**config.mk**
```make
export PLATFORM = sky130hd
export DESIGN_NAME = pt_timer
export DESIGN_NICKNAME = d
export VERILOG_FILES = /design/src/common/pt_pkg.sv /design/src/pt_sync.sv /design/src/pt_prescale.sv /design/src/pt_timer.sv
export SDC_FILE = /design/constraint.sdc
export NUM_CORES = 1
export LEC_CHECK = 0
export ABC_AREA = 1
export BUFFER_PORTS_ARGS = -buffer_cell sky130_fd_sc_hd__buf_2
export CAP_MARGIN = 20
export CORE_MARGIN = 1.5
export CORE_UTILIZATION = 48
export DETAILED_ROUTE_END_ITERATION = 6
export PLACE_DENSITY = 0.71
export SYNTH_ARGS = -nofsm -noshare
export SYNTH_HDL_FRONTEND = slang
export SYNTH_HIERARCHICAL = 1
export SYNTH_SLANG_ARGS = --single-unit
```
**constraint.sdc**
```tcl
create_clock -name clk_i -period 6.5 [get_ports clk_i]
set_clock_uncertainty 0.2 [all_clocks]
set_input_delay 0.325 -clock clk_i [delete_from_list [all_inputs] [get_ports clk_i]]
set_output_delay 0.325 -clock clk_i [all_outputs]
set_load 0.05 [all_outputs]
```
**src/common/pt_pkg.sv**
```systemverilog
// Shared constants, types and helpers of the periodic timer.
package pt_pkg;

  ////////////////////////////////////////////////////////////////////
  // Widths and reset values.
  localparam int        PT_CNT_W     = 10;      // Counter width.
  localparam logic [9:0] PT_CNT_MAX  = 10'h3ff; // Counter top value.
  localparam logic [7:0] PT_BYTE_RST = 8'h00;   // Control byte reset.
  localparam logic [9:0] PT_CMP_RST  = 10'h000; // Compare value reset.

  ////////////////////////////////////////////////////////////////////
  // Register byte addresses on the bus.
  localparam logic [7:0] PT_OFS_CTRL0  = 8'h00; // Clock select, on.
  localparam logic [7:0] PT_OFS_CTRL1  = 8'h04; // Mode and pin setup.
  localparam logic [7:0] PT_OFS_CNT_LO = 8'h08; // Counter bits 7..0.
  localparam logic [7:0] PT_OFS_CNT_HI = 8'h0c; // Counter bits 9..8.
  localparam logic [7:0] PT_OFS_CMPA_LO = 8'h10; // Compare A low.
  localparam logic [7:0] PT_OFS_CMPA_HI = 8'h14; // Compare A high.
  localparam logic [7:0] PT_OFS_CMPP_LO = 8'h18; // Compare P low.
  localparam logic [7:0] PT_OFS_CMPP_HI = 8'h1c; // Compare P high.
  localparam logic [7:0] PT_OFS_FLAGS  = 8'h20; // Match flags, W1C.

  ////////////////////////////////////////////////////////////////////
  // Field positions.
  localparam int PT_ON_BIT    = 3; // Counter on control in CTRL0.
  localparam int PT_CKSEL_LSB = 4; // Clock select, three bits.
  localparam int PT_MODE_LSB  = 6; // Mode select, two bits.
  localparam int PT_PIO_LSB   = 4; // Pin function, two bits.
  localparam int PT_OC_BIT    = 3; // Output initial level.
  localparam int PT_POL_BIT   = 2; // Output invert.
  localparam int PT_CCLR_BIT  = 0; // Counter clear select.
  localparam int PT_FA_BIT    = 0; // Match A flag.
  localparam int PT_FP_BIT    = 1; // Match P flag.

  ////////////////////////////////////////////////////////////////////
  // Operating modes.
  typedef enum logic [1:0] {
    PT_MODE_CMP   = 2'b00,
    PT_MODE_UNDEF = 2'b01,
    PT_MODE_PWM   = 2'b10,
    PT_MODE_TC    = 2'b11
  } pt_mode_e;

  // Pin function codes; meaning depends on the mode.
  localparam logic [1:0] PT_PIO_00 = 2'b00; // Hold / force inactive.
  localparam logic [1:0] PT_PIO_01 = 2'b01; // Low / force active.
  localparam logic [1:0] PT_PIO_10 = 2'b10; // High / PWM output.
  localparam logic [1:0] PT_PIO_11 = 2'b11; // Toggle / single pulse.

  // Counter clock sources.
  typedef enum logic [2:0] {
    PT_CK_DIV4   = 3'b000,
    PT_CK_DIV1   = 3'b001,
    PT_CK_DIV16  = 3'b010,
    PT_CK_DIV64  = 3'b011,
    PT_CK_SLOW_A = 3'b100,
    PT_CK_SLOW_B = 3'b101,
    PT_CK_EXT_R  = 3'b110,
    PT_CK_EXT_F  = 3'b111
  } pt_cksel_e;

  // High byte of a 10-bit value; upper bits read as zero.
  function automatic logic [7:0] pt_hi_byte(input logic [9:0] v);
    pt_hi_byte = {6'h00, v[9:8]};
  endfunction : pt_hi_byte

endpackage : pt_pkg

```
**src/pt_sync.sv**
```systemverilog
// Two flip-flop synchroniser for the external clock pin.
`timescale 1ns/1ps
module pt_sync
  import pt_pkg::*;
(
  // Clock and reset.
  input  wire logic clk_i,
  input  wire logic rst_i,
  // Asynchronous level in, synchronised level out.
  input  wire logic async_i,
  output logic      sync_o
);

  // Both stages in one struct; only stage two is read outside.
  typedef struct packed {
    logic s1; // First stage, read by the second stage only.
    logic s2; // Second stage, safe to use.
  } pt_sync_s;

  pt_sync_s s_reg;
  pt_sync_s s_next;

  // Shift the pin through the two stages.
  always_comb
  begin
    s_next.s1 = async_i;
    s_next.s2 = s_reg.s1;
  end

  // Register the stages.
  always_ff @(posedge clk_i)
  begin
    if (rst_i)
      s_reg <= '0;
    else
      s_reg <= s_next;
  end

  assign sync_o = s_reg.s2;

endmodule : pt_sync

```
**src/pt_prescale.sv**
```systemverilog
// Counter clock tick generator for the periodic timer.
`timescale 1ns/1ps
module pt_prescale
  import pt_pkg::*;
#(
  parameter int SLOW_DIV_W = 8 // Slow source is clk divided by 2**this.
)
(
  // Clock and reset.
  input  wire logic      clk_i,
  input  wire logic      rst_i,
  // Source select and synchronised pin edges.
  input  wire pt_cksel_e sel_i,
  input  wire logic      ext_rise_i,
  input  wire logic      ext_fall_i,
  // One-cycle tick per counter clock.
  output logic           tick_o
);

  // Free running divider; the divided sources tap its wrap points, both slow sources the same one.
  typedef struct packed {
    logic [SLOW_DIV_W-1:0] div; // Divider count.
  } pt_pre_s;

  pt_pre_s s_reg;
  pt_pre_s s_next;

  // Advance the divider on every clock.
  always_comb
  begin
    s_next.div = s_reg.div + 1'b1;
  end

  always_ff @(posedge clk_i)
  begin
    if (rst_i)
      s_reg <= '0;
    else
      s_reg <= s_next;
  end

  // Pick the tick; pin edges arrive already synchronised.
  always_comb
  begin
    unique case (sel_i)
      PT_CK_DIV4:   tick_o = &s_reg.div[1:0];
      PT_CK_DIV1:   tick_o = 1'b1;
      PT_CK_DIV16:  tick_o = &s_reg.div[3:0];
      PT_CK_DIV64:  tick_o = &s_reg.div[5:0];
      PT_CK_SLOW_A: tick_o = &s_reg.div;
      PT_CK_SLOW_B: tick_o = &s_reg.div;
      PT_CK_EXT_R:  tick_o = ext_rise_i;
      PT_CK_EXT_F:  tick_o = ext_fall_i;
    endcase
  end

endmodule : pt_prescale

```
**src/pt_timer.sv**
```systemverilog
// Ten-bit periodic timer with two comparators and a Wishbone slave.
//
// Notes on behaviour
// Mode 00 selects compare-match output.
// Clear select low: P match clears, flags both.
// Clear select high: A match clears, no P flag.
// Compare A zero: run to 3FF, no A flag.
// Compare mode: only A match moves pin.
// A match sets, clears, toggles or holds pin.
// Counter on rising edge loads initial level.
// Mode 11 counts like compare, pin undriven.
// Software picks mode 10, function 10 for PWM.
// PWM: P match sets period, A duty.
// Period is P, or 1024 when P zero.
// Duty A at or above period: always active.
// PWM raises A and P flags on matches.
// PWM functions 00/01 force level; level, invert apply.
// Software picks function 11, keeps it, for pulse.
// On rise starts pulse; pin edge sets on.
// A match or software clear ends the pulse.
// Pulse: counter zeroed only by on rise.
// Compare values split into low and high byte.
// Compare functions 01/10/11: low, high, toggle.
// On rise zeroes counter; on fall holds it.
// Each compare checked once per counter clock.
//
// The implementer's own choices: register access over Wishbone and the register addresses.
`timescale 1ns/1ps
module pt_timer
  import pt_pkg::*;
#(
  parameter int SLOW_DIV_W = 8 // Divider width of the slow sources.
)
(
  // Clock and reset.
  input  wire logic        clk_i,
  input  wire logic        rst_i,
  // Classic Wishbone slave.
  input  wire logic        wb_cyc_i,
  input  wire logic        wb_stb_i,
  input  wire logic        wb_we_i,
  input  wire logic [7:0]  wb_adr_i,
  input  wire logic [3:0]  wb_sel_i,
  input  wire logic [31:0] wb_dat_i,
  output logic      [31:0] wb_dat_o,
  output logic             wb_ack_o,
  // External clock or trigger pin, asynchronous.
  input  wire logic        external_clock_pin_i,
  // Timer output pin.
  output logic             timer_pin_o,
  output logic             timer_pin_oe_o
);

  ////////////////////////////////////////////////////////////////////
  // State of the block, kept in one record.
  typedef struct packed {
    logic [9:0]  cnt;        // Counter.
    logic [9:0]  cmp_a;      // Compare value A.
    logic [9:0]  cmp_p;      // Compare value P.
    pt_cksel_e   cksel;      // Counter clock source.
    logic        on;         // Counter on control.
    logic        on_d;       // On control one cycle ago.
    pt_mode_e    mode;       // Operating mode.
    logic [1:0]  pio;        // Pin function select.
    logic        oc;         // Output initial level.
    logic        pol;        // Output invert.
    logic        cclr;       // Counter clear select.
    logic        flag_a;     // Match A flag.
    logic        flag_p;     // Match P flag.
    logic        cmp_lvl;    // Compare mode pin level.
    logic        ext_d;      // Synchronised pin one cycle ago.
    logic        pin;        // Registered pin level.
    logic        pin_oe;     // Registered pin enable.
    logic        ack;        // Bus acknowledge.
    logic [7:0]  rdata;      // Bus read data.
  } pt_state_s;

  pt_state_s s_reg;
  pt_state_s s_next;

  ////////////////////////////////////////////////////////////////////
  // Pin synchroniser and counter clock generation.

  logic ext_sync; // Pin level after two flops.
  logic ext_rise; // Rising edge of the synchronised pin.
  logic ext_fall; // Falling edge of the synchronised pin.
  logic tick;     // One counter clock.

  pt_sync u_sync (
    .clk_i   (clk_i),
    .rst_i   (rst_i),
    .async_i (external_clock_pin_i),
    .sync_o  (ext_sync)
  );

  // Edges look at the second stage and its delayed copy only.
  assign ext_rise = ext_sync & ~s_reg.ext_d;
  assign ext_fall = ~ext_sync & s_reg.ext_d;

  pt_prescale #(
    .SLOW_DIV_W (SLOW_DIV_W)
  ) u_pre (
    .clk_i      (clk_i),
    .rst_i      (rst_i),
    .sel_i      (s_reg.cksel),
    .ext_rise_i (ext_rise),
    .ext_fall_i (ext_fall),
    .tick_o     (tick)
  );

  ////////////////////////////////////////////////////////////////////
  // Comparators and clear decisions.

  logic [9:0] cnt_inc;   // Counter plus one.
  logic       top;       // Counter at its maximum.
  logic       hit_a;     // Counter reaches compare A.
  logic       hit_p;     // Counter reaches compare P.
  logic       wrap_p;    // P match or overflow with P zero.
  logic       wrap_a;    // A match or overflow with A zero.
  logic       pulse_md;  // Single pulse mode selected.
  logic       pwm_md;    // PWM family selected.
  logic       pwm_act;   // PWM waveform in its active phase.
  logic       rise;      // Counter on rising edge.
  logic       trig_edge; // Active pin edge for the pulse trigger.

  // Full 10-bit compares against the value the counter moves to.
  always_comb
  begin
    cnt_inc  = s_reg.cnt + 10'h001;
    top      = (s_reg.cnt == PT_CNT_MAX);
    hit_a    = (s_reg.cmp_a != PT_CMP_RST) && (cnt_inc == s_reg.cmp_a);
    hit_p    = (s_reg.cmp_p != PT_CMP_RST) && (cnt_inc == s_reg.cmp_p);
    // A zero compare value lets the counter run to 3FF and wrap.
    wrap_p   = hit_p | ((s_reg.cmp_p == PT_CMP_RST) & top);
    wrap_a   = hit_a | ((s_reg.cmp_a == PT_CMP_RST) & top);
    pwm_md   = (s_reg.mode == PT_MODE_PWM);
    pulse_md = pwm_md & (s_reg.pio == PT_PIO_11);
    // Counter stays below the period, so A at or above it is 100%.
    pwm_act  = (s_reg.cnt < s_reg.cmp_a);
    rise     = s_reg.on & ~s_reg.on_d;
    trig_edge = (s_reg.cksel == PT_CK_EXT_F) ? ext_fall : ext_rise;
  end

  ////////////////////////////////////////////////////////////////////
  // Next state: bus access, counting, flags and pin.

  logic       req;    // New bus request this cycle.
  logic       wr;     // Byte lane zero write.
  logic [7:0] wdat;   // Written byte.
  logic       clr_a;  // Software clears flag A.
  logic       clr_p;  // Software clears flag P.
  logic       set_a;  // Hardware raises flag A.
  logic       set_p;  // Hardware raises flag P.
  logic       act;    // Active phase in the PWM family.
  logic       lvl;    // Pin level before the invert.

  always_comb
  begin
    s_next = s_reg;
    s_next.ack = 1'b0;
    s_next.on_d = s_reg.on;
    s_next.ext_d = ext_sync;
    set_a = 1'b0;
    set_p = 1'b0;
    clr_a = 1'b0;
    clr_p = 1'b0;
    act = 1'b0;
    lvl = 1'b0;

    // A request is taken once; ack drops in the following cycle.
    req  = wb_cyc_i & wb_stb_i & ~s_reg.ack;
    wr   = req & wb_we_i & wb_sel_i[0];
    wdat = wb_dat_i[7:0];

    // Register writes; the counter is read only.
    if (wr)
    begin
      unique case (wb_adr_i)
        PT_OFS_CTRL0:
        begin
          s_next.cksel = pt_cksel_e'(wdat[PT_CKSEL_LSB +: 3]);
          s_next.on    = wdat[PT_ON_BIT];
        end
        PT_OFS_CTRL1:
        begin
          s_next.mode = pt_mode_e'(wdat[PT_MODE_LSB +: 2]);
          s_next.pio  = wdat[PT_PIO_LSB +: 2];
          s_next.oc   = wdat[PT_OC_BIT];
          s_next.pol  = wdat[PT_POL_BIT];
          s_next.cclr = wdat[PT_CCLR_BIT];
        end
        PT_OFS_CMPA_LO: s_next.cmp_a[7:0] = wdat;
        PT_OFS_CMPA_HI: s_next.cmp_a[9:8] = wdat[1:0];
        PT_OFS_CMPP_LO: s_next.cmp_p[7:0] = wdat;
        PT_OFS_CMPP_HI: s_next.cmp_p[9:8] = wdat[1:0];
        PT_OFS_FLAGS:
        begin
          clr_a = wdat[PT_FA_BIT];
          clr_p = wdat[PT_FP_BIT];
        end
        default: ;
      endcase
    end

    // Read data is latched with the ack; unmapped reads give zero.
    if (req)
    begin
      s_next.ack = 1'b1;
      unique case (wb_adr_i)
        PT_OFS_CTRL0:
          s_next.rdata = {1'b0, s_reg.cksel, s_reg.on, 3'h0};
        PT_OFS_CTRL1:
          s_next.rdata = {s_reg.mode, s_reg.pio, s_reg.oc, s_reg.pol,
                          1'b0, s_reg.cclr};
        PT_OFS_CNT_LO:  s_next.rdata = s_reg.cnt[7:0];
        PT_OFS_CNT_HI:  s_next.rdata = pt_hi_byte(s_reg.cnt);
        PT_OFS_CMPA_LO: s_next.rdata = s_reg.cmp_a[7:0];
        PT_OFS_CMPA_HI: s_next.rdata = pt_hi_byte(s_reg.cmp_a);
        PT_OFS_CMPP_LO: s_next.rdata = s_reg.cmp_p[7:0];
        PT_OFS_CMPP_HI: s_next.rdata = pt_hi_byte(s_reg.cmp_p);
        PT_OFS_FLAGS:
          s_next.rdata = {6'h00, s_reg.flag_p, s_reg.flag_a};
        default:        s_next.rdata = 8'h00;
      endcase
    end

    // Start of a run: zero the counter and load the initial level.
    if (rise)
    begin
      s_next.cnt     = PT_CMP_RST;
      s_next.cmp_lvl = s_reg.oc;
    end
    // A counter that is off holds its value.
    else if (s_reg.on && tick)
    begin
      if (pulse_md)
      begin
        // Never cleared here; it only stops at the top value.
        if (!top)
          s_next.cnt = cnt_inc;
        if (hit_a)
        begin
          set_a = 1'b1;
          s_next.on = 1'b0;
        end
      end
      else if (pwm_md)
      begin
        // Clear select is ignored; P alone sets the period.
        s_next.cnt = wrap_p ? PT_CMP_RST : cnt_inc;
        set_a = hit_a;
        set_p = wrap_p;
      end
      else if (s_reg.cclr)
      begin
        // A match clears; P flag is never raised here.
        s_next.cnt = wrap_a ? PT_CMP_RST : cnt_inc;
        set_a = hit_a;
      end
      else
      begin
        // P match or overflow clears; both flags follow matches.
        s_next.cnt = wrap_p ? PT_CMP_RST : cnt_inc;
        set_a = hit_a;
        set_p = wrap_p;
      end

      // Compare mode pin follows the A flag only, never P.
      if (set_a && s_reg.mode == PT_MODE_CMP)
      begin
        unique case (s_reg.pio)
          PT_PIO_00: s_next.cmp_lvl = s_reg.cmp_lvl;
          PT_PIO_01: s_next.cmp_lvl = 1'b0;
          PT_PIO_10: s_next.cmp_lvl = 1'b1;
          PT_PIO_11: s_next.cmp_lvl = ~s_reg.cmp_lvl;
        endcase
      end
    end

    // Pin edge sets the on control in pulse mode; start wins.
    if (pulse_md && trig_edge && !s_reg.on)
      s_next.on = 1'b1;

    // A new event wins over a clear in the same cycle.
    s_next.flag_a = (s_reg.flag_a & ~clr_a) | set_a;
    s_next.flag_p = (s_reg.flag_p & ~clr_p) | set_p;

    // Pin level per mode; the timer mode leaves the pin free.
    unique case (s_reg.mode)
      PT_MODE_CMP:
      begin
        lvl = s_reg.cmp_lvl;
        s_next.pin_oe = 1'b1;
      end
      PT_MODE_PWM:
      begin
        unique case (s_reg.pio)
          PT_PIO_00: act = 1'b0;
          PT_PIO_01: act = 1'b1;
          PT_PIO_10: act = pwm_act;
          PT_PIO_11: act = s_reg.on;
        endcase
        // Initial level bit names the active level.
        lvl = act ? s_reg.oc : ~s_reg.oc;
        s_next.pin_oe = 1'b1;
      end
      PT_MODE_UNDEF,
      PT_MODE_TC:
      begin
        lvl = 1'b0;
        s_next.pin_oe = 1'b0;
      end
    endcase
    s_next.pin = lvl ^ s_reg.pol;
  end

  ////////////////////////////////////////////////////////////////////
  // State register with synchronous reset.
  always_ff @(posedge clk_i)
  begin
    if (rst_i)
    begin
      s_reg       <= '0;
      s_reg.cmp_a <= PT_CMP_RST;
      s_reg.cmp_p <= PT_CMP_RST;
      s_reg.cksel <= PT_CK_DIV4;
      s_reg.mode  <= PT_MODE_CMP;
      s_reg.rdata <= PT_BYTE_RST;
      s_reg.pin_oe <= 1'b1;
    end
    else
      s_reg <= s_next;
  end

  ////////////////////////////////////////////////////////////////////
  // Outputs, all straight from the state register.
  assign wb_ack_o       = s_reg.ack;
  assign wb_dat_o       = {24'h000000, s_reg.rdata};
  assign timer_pin_o    = s_reg.pin;
  assign timer_pin_oe_o = s_reg.pin_oe;

endmodule : pt_timer

```
==> run metrics <==
Synth Register Bits=67; CTS tree=built; CP Data Required Time=6540 ps; Die Y=95.1 um; row count=33; Layout Cells excl Fill=754; Detail Route Antenna Nets=0; delay-heaviest family, CP=simple AND/OR/NAND/NOR gates; CP max stage cell=nor2_1; root buffer cell=clkbuf_8; Mapped Cells=~600; clock sinks=67; antenna violations before repair=0; top-count cell post-synth=nand2_1; Worst-Skew Late Latency=360 ps; IO Pins=85; Starting Density=approximately 50%; max cap viols=0; fraction of layout cells with a size suffix above 1=10.2%; Max Buffers Root-to-Sink=2; syn_area_per_cell=about 6.6 sq um; Post-synth top flop=dfxtp_1; vias per inst=5.53; synth cell count leaders=109 x nand2_1, 80 x inv_1, 78 x nor2_1; die area=9040 sq um; Largest stage delay, worst path=630 ps; maximum vdd drop=about 0.13 mV; worst-path cell chain=nor2_1 > nand3_1 > nor2_1 > clkinv_1 > o21ai_0 > a21oi_1; startpoint types=register; worst slew pin tran=811 ps; fin crit share=between 40% and 50%; min cycle time layout=2900 ps; DRT Wirelength=11200 um; global route total overflow=0; placed cell count=737; Synth top area share=approximately a third; nets@finish=between 700 and 800; status=complete, no violations; kind of critical path=register to register; Syn Std Cell Area=4070 sq um; area delta synth->final=7.90%; Relative slew margins=a little under half; FFs w/ async S/R, synth=0%; pre-CTS WS=3570 ps; number of buffers and inverters on the critical path=1; cell taking the most area after synthesis=dfxtp_1; post-cts sizing count=0; FMAX=344 MHz; Pleak=~1.9 nW; Synth cell types=42; DP Wirelength=8630 um; drt wl/cell=roughly 15 um; number of synthesized flops with an enable pin=0; max-slew violations=0; die width=95.1 um; area fraction in compound gates after synthesis=between 10% and 20%; antenna cells=0; routability cong.=0.964; Worst Path Arrival=about 3000 ps; Syn. warnings=6; main combinational cell family by area after synthesis=simple AND/OR/NAND/NOR gates; critical path endpoint category=register; setup ws final=3600 ps; Detailed Routing Iterations Pass 1=5; Num CTS Buffers=9; Clk pin slew, worst setup/hold paths=70 ps; RSZ-0062 raised after global routing=false; max FFs per register=45; Post-Synth XOR/XNOR Area=1.26%; setup total negative slack=0 ps; starting DRC count in detailed routing=227; Hold Fails Final Rpt=0; adder-cell share of the synthesized area=roughly 3.7%; worst hold path class=input pin to register; register area share after synthesis=between 30% and 40%; synth top area cells=dfxtp_1 33%, nand2_1 10%, inv_1 7.4%; Most Frequent Cell on Critical Path=nor2_1; Post-route DRC=0; post-synthesis mux area share=0.277%; Total GRT Usage=26.0%; Simple-Gate Fraction of Synth Area=29.9%; core area=~8200 sq um; CP Max Fanout=11; largest net degree at the start of global routing=32; PortBufs=33; final setup fails=0; vias in the first global route=3710; Overall Power=0.827 mW; DR vias=4173; cell area power density=roughly 190 nW/um^2; htree depth=3; first-pass GRT wire length=17900 um
## cell type report
| class | instances | area, sq um |
|---|---|---|
| flip-flops and latches | 67 | 1340 |
| inverters | 84 | 315 |
| repair buffers | 35 | 183 |
| well taps | 105 | 131 |
| fillers | 825 | 3830 |
| multi-input cells | 447 | 2230 |
| clock buffers | 10 | 128 |
| clock inverters | 6 | 65.1 |
## where the power goes
part | internal, mW | total [mW] | switching [mW]
Combinational | 0.0104 | 0.0625 | 0.0521
Clock | 0.178 | 0.350 | 0.172
Sequential | 0.413 | 0.414 | 0.00174
## final timing paths
path / startpoint / to / slack [ps] / cells past startpoint
worst max register to register: wb_ack_o$_SDFF_PP0_ / s_reg[43]$_SDFFE_PP0P_ / 3600 / 6
worst max-delay path: wb_ack_o$_SDFF_PP0_ / s_reg[43]$_SDFFE_PP0P_ / 3600 / 6
worst min register to register: u_sync/s_next[0]$_SDFF_PP0_ / u_sync/sync_o$_SDFF_PP0_ / 210 / 2
worst min-delay path: wb_dat_i[6] / s_reg[26]$_SDFFE_PP0P_ / 50 / 3
## layer usage
layer	GRT usage, %	vias to the layer above	part of all wire, %
li1	-	2048	-
met1	33.3	1898	44
met2	41.0	183	45
met3	4.15	44	6.5
met4	15.8	0	5.0
met5	0	-	0
## what timing repair did
| action | in CTS | in global routing |
|---|---|---|
| buffers inserted | 0 | 0 |
| hold buffers | 1 | 0 |
| endpoints found under the hold margin | 1 | 0 |
## placed cells by master (no fill, tap or decap), drive strengths merged, types with 2 or more instances in the layout
cell     instances
nor3            10
nor4             5
o21ai           48
xor2             3
nand4           10
clkbuf          10
inv             82
xnor2            2
a211oi           2
nand2          117
buf             34
ha              12
dfxtp           67
clkinv           6
nand3           51
o221ai           4
o22ai            8
o211ai           2
a21oi           57
conb            24
nor2            80
o2111ai          3
## cell families (layout without fill, tap and decap cells)
family	after synthesis	after routing
AND/OR/NAND/NOR	276	276
AO/OA/AOI/OAI	129	129
buffers and inverters	124	135
flip-flops	67	67
adder cells (fa/ha/maj)	12	12
XOR/XNOR	5	5
other	1	24
multiplexers	1	1
## worst register-to-register path, cell delays in order (launching register included)
cell and delay [ps]:
dfxtp_1 310, nor2_1 630, nand3_1 400, nor2_1 530, clkinv_1 400, o21ai_0 270, a21oi_1 60
## stage by stage
| stage | hold slack (ps) | utilization (%) | cell area (sq um) |
|---|---|---|---|
| 2_1_floorplan | 188 | - | 4160 |
| 4_1_cts | 49.6 | 53.4 | 4390 |
| 3_3_place_gp | 198 | 51.0 | 4190 |
| 3_5_place_dp | 199 | 51.0 | 4190 |
| 6_report | 54.4 | 53.4 | 4390 |
| 5_1_grt | 73.0 | 53.4 | 4390 |
No activity file was read; power rests on OpenSTA's default activity.
